===== config.mk =====
export PLATFORM = sky130hd
export DESIGN_NAME = jnp_port
export DESIGN_NICKNAME = d
export VERILOG_FILES = /design/src/jnp_pkg.sv /design/src/jnp_stream_if.sv /design/src/jnp_port.sv /design/src/jnp_fifo.sv
export VERILOG_INCLUDE_DIRS = /design/src
export SDC_FILE = /design/constraint.sdc
export NUM_CORES = 1
export LEC_CHECK = 0
export BUFFER_PORTS_ARGS = -buffer_cell sky130_fd_sc_hd__buf_2
export CAP_MARGIN = 0
export CELL_PAD_IN_SITES_DETAIL_PLACEMENT = 2
export CELL_PAD_IN_SITES_GLOBAL_PLACEMENT = 2
export CORE_ASPECT_RATIO = 1.1
export CORE_MARGIN = 10
export CORE_UTILIZATION = 40
export CTS_CLUSTER_SIZE = 10
export DETAILED_ROUTE_END_ITERATION = 8
export GPL_TIMING_DRIVEN = 0
export PLACE_DENSITY_LB_ADDON = 0.1
export SLEW_MARGIN = 25
export SYNTH_ARGS = -nofsm -noshare
export SYNTH_HDL_FRONTEND = slang
export SYNTH_HIERARCHICAL = 1
export SYNTH_SLANG_ARGS = --single-unit
export TNS_END_PERCENT = 30

===== constraint.sdc =====
create_clock -name i_clk -period 2.2 [get_ports i_clk]
set_input_delay 0.66 -clock i_clk [delete_from_list [all_inputs] [get_ports i_clk]]
set_output_delay 0.66 -clock i_clk [all_outputs]
set_load 0.01 [all_outputs]

===== src/jnp_defines.svh =====
// Constants for the test-port programming block
`ifndef JNP_DEFINES_SVH
`define JNP_DEFINES_SVH

// ==========================================================================
// Instruction register
`define JNP_IR_W          4
`define JNP_IR_CAPTURE    4'h1
`define JNP_IR_RESET_VAL  4'hF
`define JNP_INS_RESET     4'hC
`define JNP_INS_UNLOCK    4'h4
`define JNP_INS_COMMAND   4'h5
`define JNP_INS_PLOAD     4'h6
`define JNP_INS_PREAD     4'h7

// ==========================================================================
// Data register lengths and values
`define JNP_DR_W          16
`define JNP_LEN_W         5
`define JNP_LEN_BYPASS    5'h01
`define JNP_LEN_RESET     5'h01
`define JNP_LEN_UNLOCK    5'h10
`define JNP_LEN_COMMAND   5'h0F
`define JNP_LEN_BYTE      5'h08
`define JNP_CMD_W         15
`define JNP_BYTE_W        8
`define JNP_PC_W          16
`define JNP_UNLOCK_SIG    16'hA370
`define JNP_UNLOCK_RST    16'h0000
`define JNP_PC_STEP       16'h0001

// ==========================================================================
// Timing
`define JNP_CLK_PERIOD_PS 5000
`define JNP_DIS_CLR_CLKS  2
`define JNP_CNT_W         16
`define JNP_PL_BUDGET_TCK 11

// ==========================================================================
// Page buffer stream: {high select, address, byte}
`define JNP_PB_W          25
`define JNP_FIFO_DEPTH    4

`endif


===== src/jnp_pkg.sv =====
// Types shared by the test-port programming block
package jnp_pkg;
  `include "jnp_defines.svh"

  typedef enum logic [3:0] {
    JNP_TLR, JNP_RTI, JNP_SEL_DR, JNP_CAP_DR, JNP_SH_DR, JNP_EX1_DR, JNP_PA_DR,
    JNP_EX2_DR, JNP_UPD_DR, JNP_SEL_IR, JNP_CAP_IR, JNP_SH_IR, JNP_EX1_IR,
    JNP_PA_IR, JNP_EX2_IR, JNP_UPD_IR
  } jnp_tap_e;

  typedef logic [`JNP_PB_W-1:0] jnp_word_t;
endpackage


===== src/jnp_stream_if.sv =====
// Valid/ready carrier between the port logic and its page-buffer FIFO
`timescale 1ns/1ps
`default_nettype none
interface jnp_stream_if #(
  parameter int WIDTH = 8
);
  logic             valid;
  logic             ready;
  logic [WIDTH-1:0] data;

  modport src (output valid, output data, input ready);
  modport snk (input valid, input data, output ready);
endinterface
`default_nettype wire


===== src/jnp_port.sv =====
// Test-access port logic for streaming programming of on-chip flash
//
// Contract
// - Port usable only with enable fuse programmed and disable bit clear.
// - Disable bit set and external reset low: bit clears after two clocks.
// - All shift registers shift least significant bit first, in and out.
// - Instruction register is four bits wide.
// - Code 0xC selects one-bit reset chain; test state machine unaffected.
// - A one in reset chain holds core reset immediately, unlatched.
// - Core stays reset for fuse-selected time-out after chain release.
// - Code 0x4 selects 16-bit unlock register, compared on Update-DR.
// - Unlock signature is the fixed binary value 1010_0011_0111_0000.
// - Unlock register clears on power-on reset; programmer clears on exit.
// - Code 0x5 selects 15-bit command register; capture loads previous result.
// - Update-DR applies command; each Run-Test/Idle visit executes one cycle.
// - Code 0x6 selects byte register, low bits of command register.
// - Page-load update copies byte to temporary, written within eleven TCK; here it waits while the FIFO is full.
// - Page-load updates alternate low then high byte, low first.
// - Counter pre-increments before each low-byte write except the first.
// - Code 0x7 captures flash bytes alternating low then high, low first.
// - Counter post-increments after every high-byte capture, including first.
`timescale 1ns/1ps
`default_nettype none
`include "jnp_defines.svh"
module jnp_port #(
  parameter int P_TIMEOUT_FAST = 64,
  parameter int P_TIMEOUT_SLOW = 16384
) (
  input  wire logic                   i_clk,
  input  wire logic                   i_rst_n,
  input  wire logic                   i_ce,
  input  wire logic                   i_tck,
  input  wire logic                   i_tms,
  input  wire logic                   i_tdi,
  output logic                        o_tdo,
  output logic                        o_tdo_oe,
  input  wire logic                   i_test_port_enable_fuse,
  input  wire logic                   i_clk_opt_slow,
  input  wire logic                   i_ext_rst_n,
  input  wire logic                   i_disable_wr,
  input  wire logic                   i_disable_wdata,
  output logic                        o_test_port_disable_bit,
  output logic                        o_core_rst,
  output logic                        o_prog_mode,
  output logic [`JNP_CMD_W-1:0]       o_flash_cmd,
  output logic                        o_flash_exec,
  input  wire logic [`JNP_CMD_W-1:0]  i_flash_result,
  input  wire logic                   i_addr_load,
  input  wire logic [`JNP_PC_W-1:0]   i_addr_value,
  output logic [`JNP_PC_W-1:0]        o_pc,
  input  wire logic [`JNP_PC_W-1:0]   i_read_word,
  output logic                        o_pbuf_valid,
  input  wire logic                   i_pbuf_ready,
  output jnp_pkg::jnp_word_t          o_pbuf_data,
  output logic                        o_pload_ready
);
  import jnp_pkg::*;

  // ========================================================================
  // Pin synchronisers
  logic [1:0] tck_sync;
  logic [1:0] tms_sync;
  logic [1:0] tdi_sync;
  logic [1:0] xrst_sync;
  logic       tck_prev;

  always_ff @(posedge i_clk or negedge i_rst_n) begin
    if (!i_rst_n) begin
      tck_sync  <= 2'h0;
      tms_sync  <= 2'h3;
      tdi_sync  <= 2'h3;
      xrst_sync <= 2'h3;
      tck_prev  <= 1'b0;
    end else if (i_ce) begin
      tck_sync  <= {tck_sync[0], i_tck};
      tms_sync  <= {tms_sync[0], i_tms};
      tdi_sync  <= {tdi_sync[0], i_tdi};
      xrst_sync <= {xrst_sync[0], i_ext_rst_n};
      tck_prev  <= tck_sync[1];
    end
  end

  wire tck_rise = i_ce & tck_sync[1] & ~tck_prev;
  wire tck_fall = i_ce & ~tck_sync[1] & tck_prev;
  wire tms      = tms_sync[1];
  wire tdi      = tdi_sync[1];
  wire ext_low  = ~xrst_sync[1];

  // ========================================================================
  // Port enable and disable bit
  logic                 disable_bit;
  logic [1:0]           dis_cnt;
  wire                  port_on = i_test_port_enable_fuse & ~disable_bit;
  wire                  dis_hw_clr = disable_bit & ext_low &
                                     (dis_cnt == 2'(`JNP_DIS_CLR_CLKS - 1));

  always_ff @(posedge i_clk or negedge i_rst_n) begin
    if (!i_rst_n) begin
      disable_bit <= 1'b0;
      dis_cnt     <= 2'h0;
    end else if (i_ce) begin
      dis_cnt <= (disable_bit & ext_low & ~dis_hw_clr) ? dis_cnt + 2'h1 : 2'h0;
      if (i_disable_wr) begin
        disable_bit <= i_disable_wdata;
      end else if (dis_hw_clr) begin
        disable_bit <= 1'b0;
      end
    end
  end
  assign o_test_port_disable_bit = disable_bit;

  // ========================================================================
  // TAP state machine, advanced on each sampled TCK rise
  jnp_tap_e state;
  jnp_tap_e next_state;

  always_comb begin
    case (state)
      JNP_TLR:    next_state = tms ? JNP_TLR : JNP_RTI;
      JNP_RTI:    next_state = tms ? JNP_SEL_DR : JNP_RTI;
      JNP_SEL_DR: next_state = tms ? JNP_SEL_IR : JNP_CAP_DR;
      JNP_CAP_DR: next_state = tms ? JNP_EX1_DR : JNP_SH_DR;
      JNP_SH_DR:  next_state = tms ? JNP_EX1_DR : JNP_SH_DR;
      JNP_EX1_DR: next_state = tms ? JNP_UPD_DR : JNP_PA_DR;
      JNP_PA_DR:  next_state = tms ? JNP_EX2_DR : JNP_PA_DR;
      JNP_EX2_DR: next_state = tms ? JNP_UPD_DR : JNP_SH_DR;
      JNP_UPD_DR: next_state = tms ? JNP_SEL_DR : JNP_RTI;
      JNP_SEL_IR: next_state = tms ? JNP_TLR : JNP_CAP_IR;
      JNP_CAP_IR: next_state = tms ? JNP_EX1_IR : JNP_SH_IR;
      JNP_SH_IR:  next_state = tms ? JNP_EX1_IR : JNP_SH_IR;
      JNP_EX1_IR: next_state = tms ? JNP_UPD_IR : JNP_PA_IR;
      JNP_PA_IR:  next_state = tms ? JNP_EX2_IR : JNP_PA_IR;
      JNP_EX2_IR: next_state = tms ? JNP_UPD_IR : JNP_SH_IR;
      JNP_UPD_IR: next_state = tms ? JNP_SEL_DR : JNP_RTI;
      default:    next_state = JNP_TLR;
    endcase
  end

  always_ff @(posedge i_clk or negedge i_rst_n) begin
    if (!i_rst_n) begin
      state <= JNP_TLR;
    end else if (i_ce) begin
      if (!port_on) begin
        state <= JNP_TLR;
      end else if (tck_rise) begin
        state <= next_state;
      end
    end
  end

  // ========================================================================
  // Event strobes, one clock wide, valid on the TCK rise that leaves a state
  wire ev_cap_dr = tck_rise & (state == JNP_CAP_DR);
  wire ev_sh_dr  = tck_rise & (state == JNP_SH_DR);
  wire ev_upd_dr = tck_rise & (state == JNP_UPD_DR);
  wire ev_cap_ir = tck_rise & (state == JNP_CAP_IR);
  wire ev_sh_ir  = tck_rise & (state == JNP_SH_IR);
  wire ev_upd_ir = tck_rise & (state == JNP_UPD_IR);
  wire ev_rti_in = tck_rise & (state != JNP_RTI) & (next_state == JNP_RTI);

  // ========================================================================
  // Instruction register
  logic [`JNP_IR_W-1:0] ir_shift;
  logic [`JNP_IR_W-1:0] ir;

  always_ff @(posedge i_clk or negedge i_rst_n) begin
    if (!i_rst_n) begin
      ir_shift <= `JNP_IR_RESET_VAL;
      ir       <= `JNP_IR_RESET_VAL;
    end else if (i_ce) begin
      if (state == JNP_TLR) begin
        ir <= `JNP_IR_RESET_VAL;
      end else if (ev_upd_ir) begin
        ir <= ir_shift;
      end
      if (ev_cap_ir) begin
        ir_shift <= `JNP_IR_CAPTURE;
      end else if (ev_sh_ir) begin
        ir_shift <= {tdi, ir_shift[`JNP_IR_W-1:1]};
      end
    end
  end

  wire sel_reset   = (ir == `JNP_INS_RESET);
  wire sel_unlock  = (ir == `JNP_INS_UNLOCK);
  wire sel_command = (ir == `JNP_INS_COMMAND);
  wire sel_pload   = (ir == `JNP_INS_PLOAD);
  wire sel_pread   = (ir == `JNP_INS_PREAD);
  wire new_pload   = ev_upd_ir & (ir_shift == `JNP_INS_PLOAD);
  wire new_pread   = ev_upd_ir & (ir_shift == `JNP_INS_PREAD);

  wire [`JNP_LEN_W-1:0] dr_len = sel_unlock ? `JNP_LEN_UNLOCK :
                                 sel_command ? `JNP_LEN_COMMAND :
                                 (sel_pload | sel_pread) ? `JNP_LEN_BYTE :
                                 `JNP_LEN_BYPASS;

  // Shift toward bit 0 with new data entering at the top of the active length
  function automatic logic [`JNP_DR_W-1:0] shift_lsb(input logic [`JNP_DR_W-1:0] r,
                                                     input logic bit_in,
                                                     input logic [`JNP_LEN_W-1:0] len);
    logic [`JNP_DR_W-1:0] o;
    o = r;
    for (int i = 0; i < `JNP_DR_W; i++) begin
      if (i == int'(len) - 1) begin
        o[i] = bit_in;
      end else if (i < int'(len) - 1) begin
        o[i] = r[i + 1];
      end
    end
    return o;
  endfunction

  // ========================================================================
  // Shared data shift register; the byte registers are its low bits
  logic [`JNP_DR_W-1:0] dr;
  logic                 rst_chain;
  logic                 prog_mode;
  logic                 rd_high;
  wire  [`JNP_BYTE_W-1:0] rd_byte = rd_high ? i_read_word[`JNP_PC_W-1:`JNP_BYTE_W] :
                                              i_read_word[`JNP_BYTE_W-1:0];

  always_ff @(posedge i_clk or negedge i_rst_n) begin
    if (!i_rst_n) begin
      dr        <= `JNP_UNLOCK_RST;
      rst_chain <= 1'b0;
    end else if (i_ce) begin
      if (ev_cap_dr & sel_command) begin
        dr <= {1'b0, i_flash_result};
      end else if (ev_cap_dr & sel_pread & prog_mode) begin
        dr <= {dr[`JNP_DR_W-1:`JNP_BYTE_W], rd_byte};
      end else if (ev_sh_dr & ~sel_reset) begin
        dr <= shift_lsb(dr, tdi, dr_len);
      end
      // Chain drives reset straight from the shift stage, no update latch
      if (ev_sh_dr & sel_reset) begin
        rst_chain <= tdi;
      end
    end
  end

  // ========================================================================
  // Programming mode and command application
  logic cmd_applied;
  // Execute sees the command applied on the same rise that enters idle
  wire  cmd_upd   = ev_upd_dr & sel_command & prog_mode;
  wire  next_prog = (ev_upd_dr & sel_unlock) ? (dr == `JNP_UNLOCK_SIG) : prog_mode;

  always_ff @(posedge i_clk or negedge i_rst_n) begin
    if (!i_rst_n) begin
      prog_mode    <= 1'b0;
      o_flash_cmd  <= '0;
      cmd_applied  <= 1'b0;
      o_flash_exec <= 1'b0;
    end else if (i_ce) begin
      o_flash_exec <= ev_rti_in & next_prog & (cmd_applied | cmd_upd);
      if (ev_upd_dr & sel_unlock) begin
        prog_mode <= (dr == `JNP_UNLOCK_SIG);
      end
      if (cmd_upd) begin
        o_flash_cmd <= dr[`JNP_CMD_W-1:0];
        cmd_applied <= 1'b1;
      end else if (~prog_mode) begin
        cmd_applied <= 1'b0;
      end
    end
  end
  assign o_prog_mode = prog_mode;

  // ========================================================================
  // Core reset with fuse-selected time-out after the chain releases
  logic [`JNP_CNT_W-1:0] to_cnt;
  wire  [`JNP_CNT_W-1:0] to_load = i_clk_opt_slow ? `JNP_CNT_W'(P_TIMEOUT_SLOW) :
                                                    `JNP_CNT_W'(P_TIMEOUT_FAST);
  wire                   rst_src = rst_chain | ext_low;

  always_ff @(posedge i_clk or negedge i_rst_n) begin
    if (!i_rst_n) begin
      to_cnt <= '0;
    end else if (i_ce) begin
      if (rst_src) begin
        to_cnt <= to_load;
      end else if (to_cnt != '0) begin
        to_cnt <= to_cnt - `JNP_CNT_W'(1);
      end
    end
  end
  assign o_core_rst = rst_src | (to_cnt != '0);

  // ========================================================================
  // Program counter and byte alternation for page load and page read
  logic pl_high;
  logic pl_first;
  logic pl_pending;
  logic [`JNP_PC_W-1:0] pc;
  logic [`JNP_PB_W-1:0] pl_word;

  wire ev_pl  = ev_upd_dr & sel_pload & prog_mode;
  wire pl_inc = ev_pl & ~pl_high & ~pl_first;
  wire [`JNP_PC_W-1:0] pl_addr = pl_inc ? pc + `JNP_PC_STEP : pc;
  wire rd_inc = ev_cap_dr & sel_pread & prog_mode & rd_high;

  jnp_stream_if #(.WIDTH(`JNP_PB_W)) fifo_in ();
  jnp_stream_if #(.WIDTH(`JNP_PB_W)) fifo_out ();

  always_ff @(posedge i_clk or negedge i_rst_n) begin
    if (!i_rst_n) begin
      pc         <= '0;
      pl_high    <= 1'b0;
      pl_first   <= 1'b1;
      rd_high    <= 1'b0;
      pl_pending <= 1'b0;
      pl_word    <= '0;
    end else if (i_ce) begin
      if (i_addr_load) begin
        pc <= i_addr_value;
      end else if (pl_inc | rd_inc) begin
        pc <= pc + `JNP_PC_STEP;
      end
      if (new_pload) begin
        pl_high  <= 1'b0;
        pl_first <= 1'b1;
      end else if (ev_pl) begin
        pl_high  <= ~pl_high;
        pl_first <= 1'b0;
      end
      if (new_pread) begin
        rd_high <= 1'b0;
      end else if (ev_cap_dr & sel_pread & prog_mode) begin
        rd_high <= ~rd_high;
      end
      // Temporary byte; a new update before the FIFO takes it replaces it
      if (ev_pl) begin
        pl_word    <= {pl_high, pl_addr, dr[`JNP_BYTE_W-1:0]};
        pl_pending <= 1'b1;
      end else if (fifo_in.ready) begin
        pl_pending <= 1'b0;
      end
    end
  end
  assign o_pc = pc;

  // ========================================================================
  // Page-buffer FIFO; one clock to enter when not full, far below the TCK budget
  assign fifo_in.valid  = pl_pending;
  assign fifo_in.data   = pl_word;
  assign o_pbuf_valid   = fifo_out.valid;
  assign o_pbuf_data    = fifo_out.data;
  assign fifo_out.ready = i_pbuf_ready;
  assign o_pload_ready  = fifo_in.ready;

  jnp_fifo #(
    .WIDTH (`JNP_PB_W),
    .DEPTH (`JNP_FIFO_DEPTH)
  ) u_fifo (
    .i_clk   (i_clk),
    .i_rst_n (i_rst_n),
    .i_ce    (i_ce),
    .s_in    (fifo_in),
    .s_out   (fifo_out)
  );

  // ========================================================================
  // TDO launched on the sampled TCK fall, least significant bit out first
  always_ff @(posedge i_clk or negedge i_rst_n) begin
    if (!i_rst_n) begin
      o_tdo    <= 1'b0;
      o_tdo_oe <= 1'b0;
    end else if (i_ce) begin
      if (!port_on) begin
        o_tdo_oe <= 1'b0;
      end else if (tck_fall) begin
        o_tdo_oe <= (state == JNP_SH_DR) | (state == JNP_SH_IR);
        o_tdo    <= (state == JNP_SH_IR) ? ir_shift[0] :
                    sel_reset ? rst_chain : dr[0];
      end
    end
  end
endmodule
`default_nettype wire


===== src/jnp_fifo.sv =====
// Flip-flop FIFO with valid/ready on both sides
`timescale 1ns/1ps
`default_nettype none
module jnp_fifo #(
  parameter int WIDTH = 8,
  parameter int DEPTH = 4
) (
  input  wire logic i_clk,
  input  wire logic i_rst_n,
  input  wire logic i_ce,
  jnp_stream_if.snk s_in,
  jnp_stream_if.src s_out
);
  localparam int AW = (DEPTH > 1) ? $clog2(DEPTH) : 1;

  logic [WIDTH-1:0] mem [DEPTH];
  logic [AW-1:0]    wr_ptr;
  logic [AW-1:0]    rd_ptr;
  logic [AW:0]      count;

  wire push = s_in.valid & s_in.ready & i_ce;
  wire pop  = s_out.valid & s_out.ready & i_ce;

  // Count is one bit wider than the pointers so that full reads as DEPTH
  assign s_in.ready  = (count != (AW + 1)'(DEPTH));
  assign s_out.valid = (count != '0);
  assign s_out.data  = mem[rd_ptr];

  function automatic logic [AW-1:0] step(input logic [AW-1:0] p);
    step = (p == AW'(DEPTH - 1)) ? '0 : p + 1'b1;
  endfunction

  always_ff @(posedge i_clk) begin
    if (push) begin
      mem[wr_ptr] <= s_in.data;
    end
  end

  always_ff @(posedge i_clk or negedge i_rst_n) begin
    if (!i_rst_n) begin
      wr_ptr <= '0;
      rd_ptr <= '0;
      count  <= '0;
    end else begin
      if (push) wr_ptr <= step(wr_ptr);
      if (pop)  rd_ptr <= step(rd_ptr);
      if (push != pop) count <= push ? count + 1'b1 : count - 1'b1;
    end
  end
endmodule
`default_nettype wire


==> Flow_metrics.wiki <==
{| class="wikitable"
! Metric !! Value
|-
| Clock buffers created by TritonCTS || 27
|-
| 1st-iter DRT viols || between 400 and 500
|-
| Internal power || 8.39 mW
|-
| Crit path launch type || flop
|-
| Clock-pin slew on the worst setup and hold paths || 0.06 ns
|-
| Root Buffer || sky130_fd_sc_hd__clkbuf_16
|-
| Proportion of power drawn by combinational gates || 0.220
|-
| Final total power || 11.8 mW
|-
| Min setup slack post-route || -0.418 ns
|-
| Met3 demand-to-capacity share in global routing || 0.0303
|-
| Ratio of cells with drive above 1 in the final layout || 0.322
|-
| Synthesized instance count || about 830
|-
| EDFF count, synth || 100
|-
| Worst EP required || 1.54 ns
|-
| Post-synthesis sequential element count || 229
|-
| Violated checks || negative setup slack
|-
| Placement-stage worst setup slack || -0.660 ns
|-
| Min-delay worst type || primary input to asynchronous set/reset pin
|-
| Buffers added on ports || 123
|-
| Total length of routed wires || 32.0 mm
|-
| Ranking of synthesized cells by area || sky130_fd_sc_hd__edfxtp_1 28%, sky130_fd_sc_hd__dfrtp_1 27%, sky130_fd_sc_hd__mux4_2 5.3%, sky130_fd_sc_hd__mux2_2 4.2%, sky130_fd_sc_hd__dfstp_2 3.7%
|-
| Leak pwr || 5.06 nW
|-
| Maximum number of pins on one net before global-route repair || 88
|-
| Maximum resistive drop on vdd || 0.000692 V
|-
| Fillcell total || 2,618
|-
| Multi-input gate area || 4140 µm²
|-
| Crit path max fanout || 2
|-
| Power density normalized to cell area || approximately 910 nW/µm²
|-
| Global-route met1 utilization || 0.229
|-
| Relative slew margins || 0.518
|-
| Crit Path Class || flop to output pin
|-
| Std-Cell Rows || slightly above 60
|-
| GR met2 Demand/Resource || 0.345
|-
| Final Hold Viols || 0
|-
| Clock skew || 0.0105 ns
|-
| Per-cell via count in the routed design || ~5.5
|-
| Total negative setup slack || -9.57 ns
|-
| Number of different library cells in the post-synthesis netlist || between 80 and 90
|-
| Share of Yosys cell area claimed by the top area cell type || 0.285
|-
| Die footprint || 33,300 µm²
|-
| Fraction of power consumed by the clock network || 0.351
|-
| Total GRT Usage || 0.188
|-
| Final RePlAce weighted congestion || 0.802
|-
| Count of final max-slew check failures || 0
|-
| Avg Inst Size Synth || about 13 µm²
|-
| Clock latency on the worst-skew pair || between 0.5 and 0.6 ns
|-
| Setup violations, final || 26
|-
| N_diodes || 0
|-
| Global-route wire length before repair || 50.4 mm
|-
| Number of max-cap violations || 0
|-
| Floorplan die height || between 150 and 200 µm
|-
| Post-synthesis async set-or-reset flop share || 0.563
|-
| Number of hold-repair buffers added at the cts stage || 0
|-
| Syn_nets || 897
|-
| Vias || 7,519
|-
| Final layout net count || 1,063
|-
| Run status || complete, but fails checks
|-
| Type of destination of the critical path || output pin
|-
| Post-detailed-route count of antenna-violating nets || 0
|-
| Most area-hungry cell type in the Yosys netlist || sky130_fd_sc_hd__edfxtp_1
|-
| Starting density of the core || 0.405
|-
| Highest-count cells in the layout ignoring fill and taps || 111 x sky130_fd_sc_hd__dfrtp_1, 100 x sky130_fd_sc_hd__edfxtp_1, 99 x sky130_fd_sc_hd__buf_2
|-
| Drt pass-1 iters || 6
|-
| Crit path arrival time || about 2 ns
|-
| Most frequent standard cell in the layout excluding fill and tap cells || sky130_fd_sc_hd__dfrtp_1
|-
| Main flop type after synthesis || sky130_fd_sc_hd__dfrtp_1
|-
| I/O pin count || around 120
|-
| Switching Fraction || 0.287
|-
| Highest-utilization routing layer at the global route stage || met2
|-
| Share of the yosys chip area belonging to registers || 0.592
|-
| CTS tree || built
|-
| Floorplan core area || 26,100 µm²
|-
| Relative area change from synthesis to final layout || 23.0%
|-
| Transition time at the pin with the least slew margin || 0.722 ns
|-
| Detailed placement HPWL || ~22 mm
|-
| Buffers from clock root to sink, at most || 3
|-
| Synth Warn # || 6
|-
| Part of the power in registers || 0.429
|-
| # clock sinks || 229
|-
| Cell area after synthesis || 10,600 µm²
|-
| Antenna violations before repair || 0
|-
| Final worst-path cycle share || 1.19
|-
| DRC Markers || 0
|-
| Number of global-route vias before repair || 8,605
|-
| Setup repair after global routing missed its margin || yes
|-
| H-tree depth || 1
|-
| Period minus WS final || 2.62 ns
|-
| Worst hold-check slack || 0.0177 ns
|-
| Storage element area || between 6000 and 7000 µm²
|-
| Fmax achieved || between 300 and 400 MHz
|-
| Horizontal extent of the die || 175 µm
|-
| Switching pwr || between 3 and 4 mW
|-
| Final routed wire length divided by cell count || 23.5 µm
|-
| Total gr overflow || 0
|}
==> worst max-delay path, cell delays in order, from the launching register on <==
cell	delay, ns
sky130_fd_sc_hd__dfrtp_1	0.40
sky130_fd_sc_hd__or3_4	0.38
sky130_fd_sc_hd__or3_4	0.36
sky130_fd_sc_hd__nor2_4	0.13
sky130_fd_sc_hd__inv_2	0.05
sky130_fd_sc_hd__buf_6	0.11
==> power groups by stage <==
stage / registers [mW] / logic, mW / clock network [mW]
finish: 5.06 / 2.59 / 4.13
global route: 5.10 / 2.84 / 4.41
CTS: 5.04 / 2.46 / 4.22
detailed placement: 5.08 / 2.02 / 0
global placement: 5.07 / 1.94 / 0
floorplan: 4.99 / 1.37 / 0
==> per-stage QoR <==
step           utilization  instances  cell area [µm²]
2_1_floorplan            -        828            10600
3_3_place_gp         0.445       1303            11600
3_5_place_dp         0.447       1304            11600
4_1_cts              0.492       1362            12800
5_1_grt              0.498       1365            13000
6_report             0.498       1365            13000
==> state kept, by name (all words and copies together) (netlist names), 2 cells and up <==
register,count
tms_sync,2
u_fifo/rd_ptr,2
ir,4
to_cnt,16
u_fifo/mem,100
state,4
dis_cnt,2
tck_sync,2
u_fifo/wr_ptr,2
xrst_sync,2
o_flash_cmd,15
fifo_in.data,25
o_pc,16
ir_shift,4
dr,16
u_fifo/count,3
tdi_sync,2
==> final cells by class <==
type / count / area share
Buffer: 43 / 0.0226
Inverter: 22 / 0.00636
Timing Repair Buffer: 139 / 0.0757
Tap cell: 352 / 0.0339
Sequential cell: 229 / 0.482
Multi-Input combinational cell: 532 / 0.319
Clock buffer: 48 / 0.0612
==> per-layer routing <==
layer,wire (µm),share of wire
met1,13200,0.41
met2,17000,0.53
met3,1360,0.042
met4,478,0.015
met5,0,0
==> worst paths after layout <==
check,from,end,slack [ns],cells past startpoint
hold / removal,i_rst_n,to_cnt[1]$_DFFE_PN0P_,0.02,1
min in group i_clk,i_ext_rst_n,xrst_sync[0]$_DFFE_PN1P_,0.37,2
max in group asynchronous,i_rst_n,u_fifo/count[0]$_DFFE_PN0P_,1.40,2
setup reg to reg,o_pc[6]$_DFFE_PN0P_,o_pc[15]$_DFFE_PN0P_,0.01,7
hold reg to reg,o_tdo$_DFFE_PN0P_,o_tdo$_DFFE_PN0P_,0.50,1
setup / recovery,to_cnt[12]$_DFFE_PN0P_,o_core_rst,-0.42,5
==> repair_timing <==
action	4_1_cts	5_1_grt
gates cloned	1	1
endpoints found under the setup margin	95	89
setup buffers	11	2
resized for setup	62	32
hold endpoints to repair	0	0
pin swaps	6	5
==> kinds of logic after synthesis <==
family	after synthesis	share of synthesized area
adder cells (fa/ha/maj)	9	0.0114
AO/OA/AOI/OAI	175	0.114
flip-flops	229	0.592
AND/OR/NAND/NOR	249	0.126
multiplexers	75	0.106
buffers and inverters	67	0.0293
XOR/XNOR	24	0.0217
==> synth_stat cells, drive strengths merged (13+ instances only) <==
master	count
nand2	67
clkbuf	24
edfxtp	100
o21ai	40
mux4	25
buf	21
nand3	19
inv	22
dfstp	15
a22oi	13
dfrtp	114
nor2	64
a21oi	41
mux2	40
(Power assumes the default switching activity.)
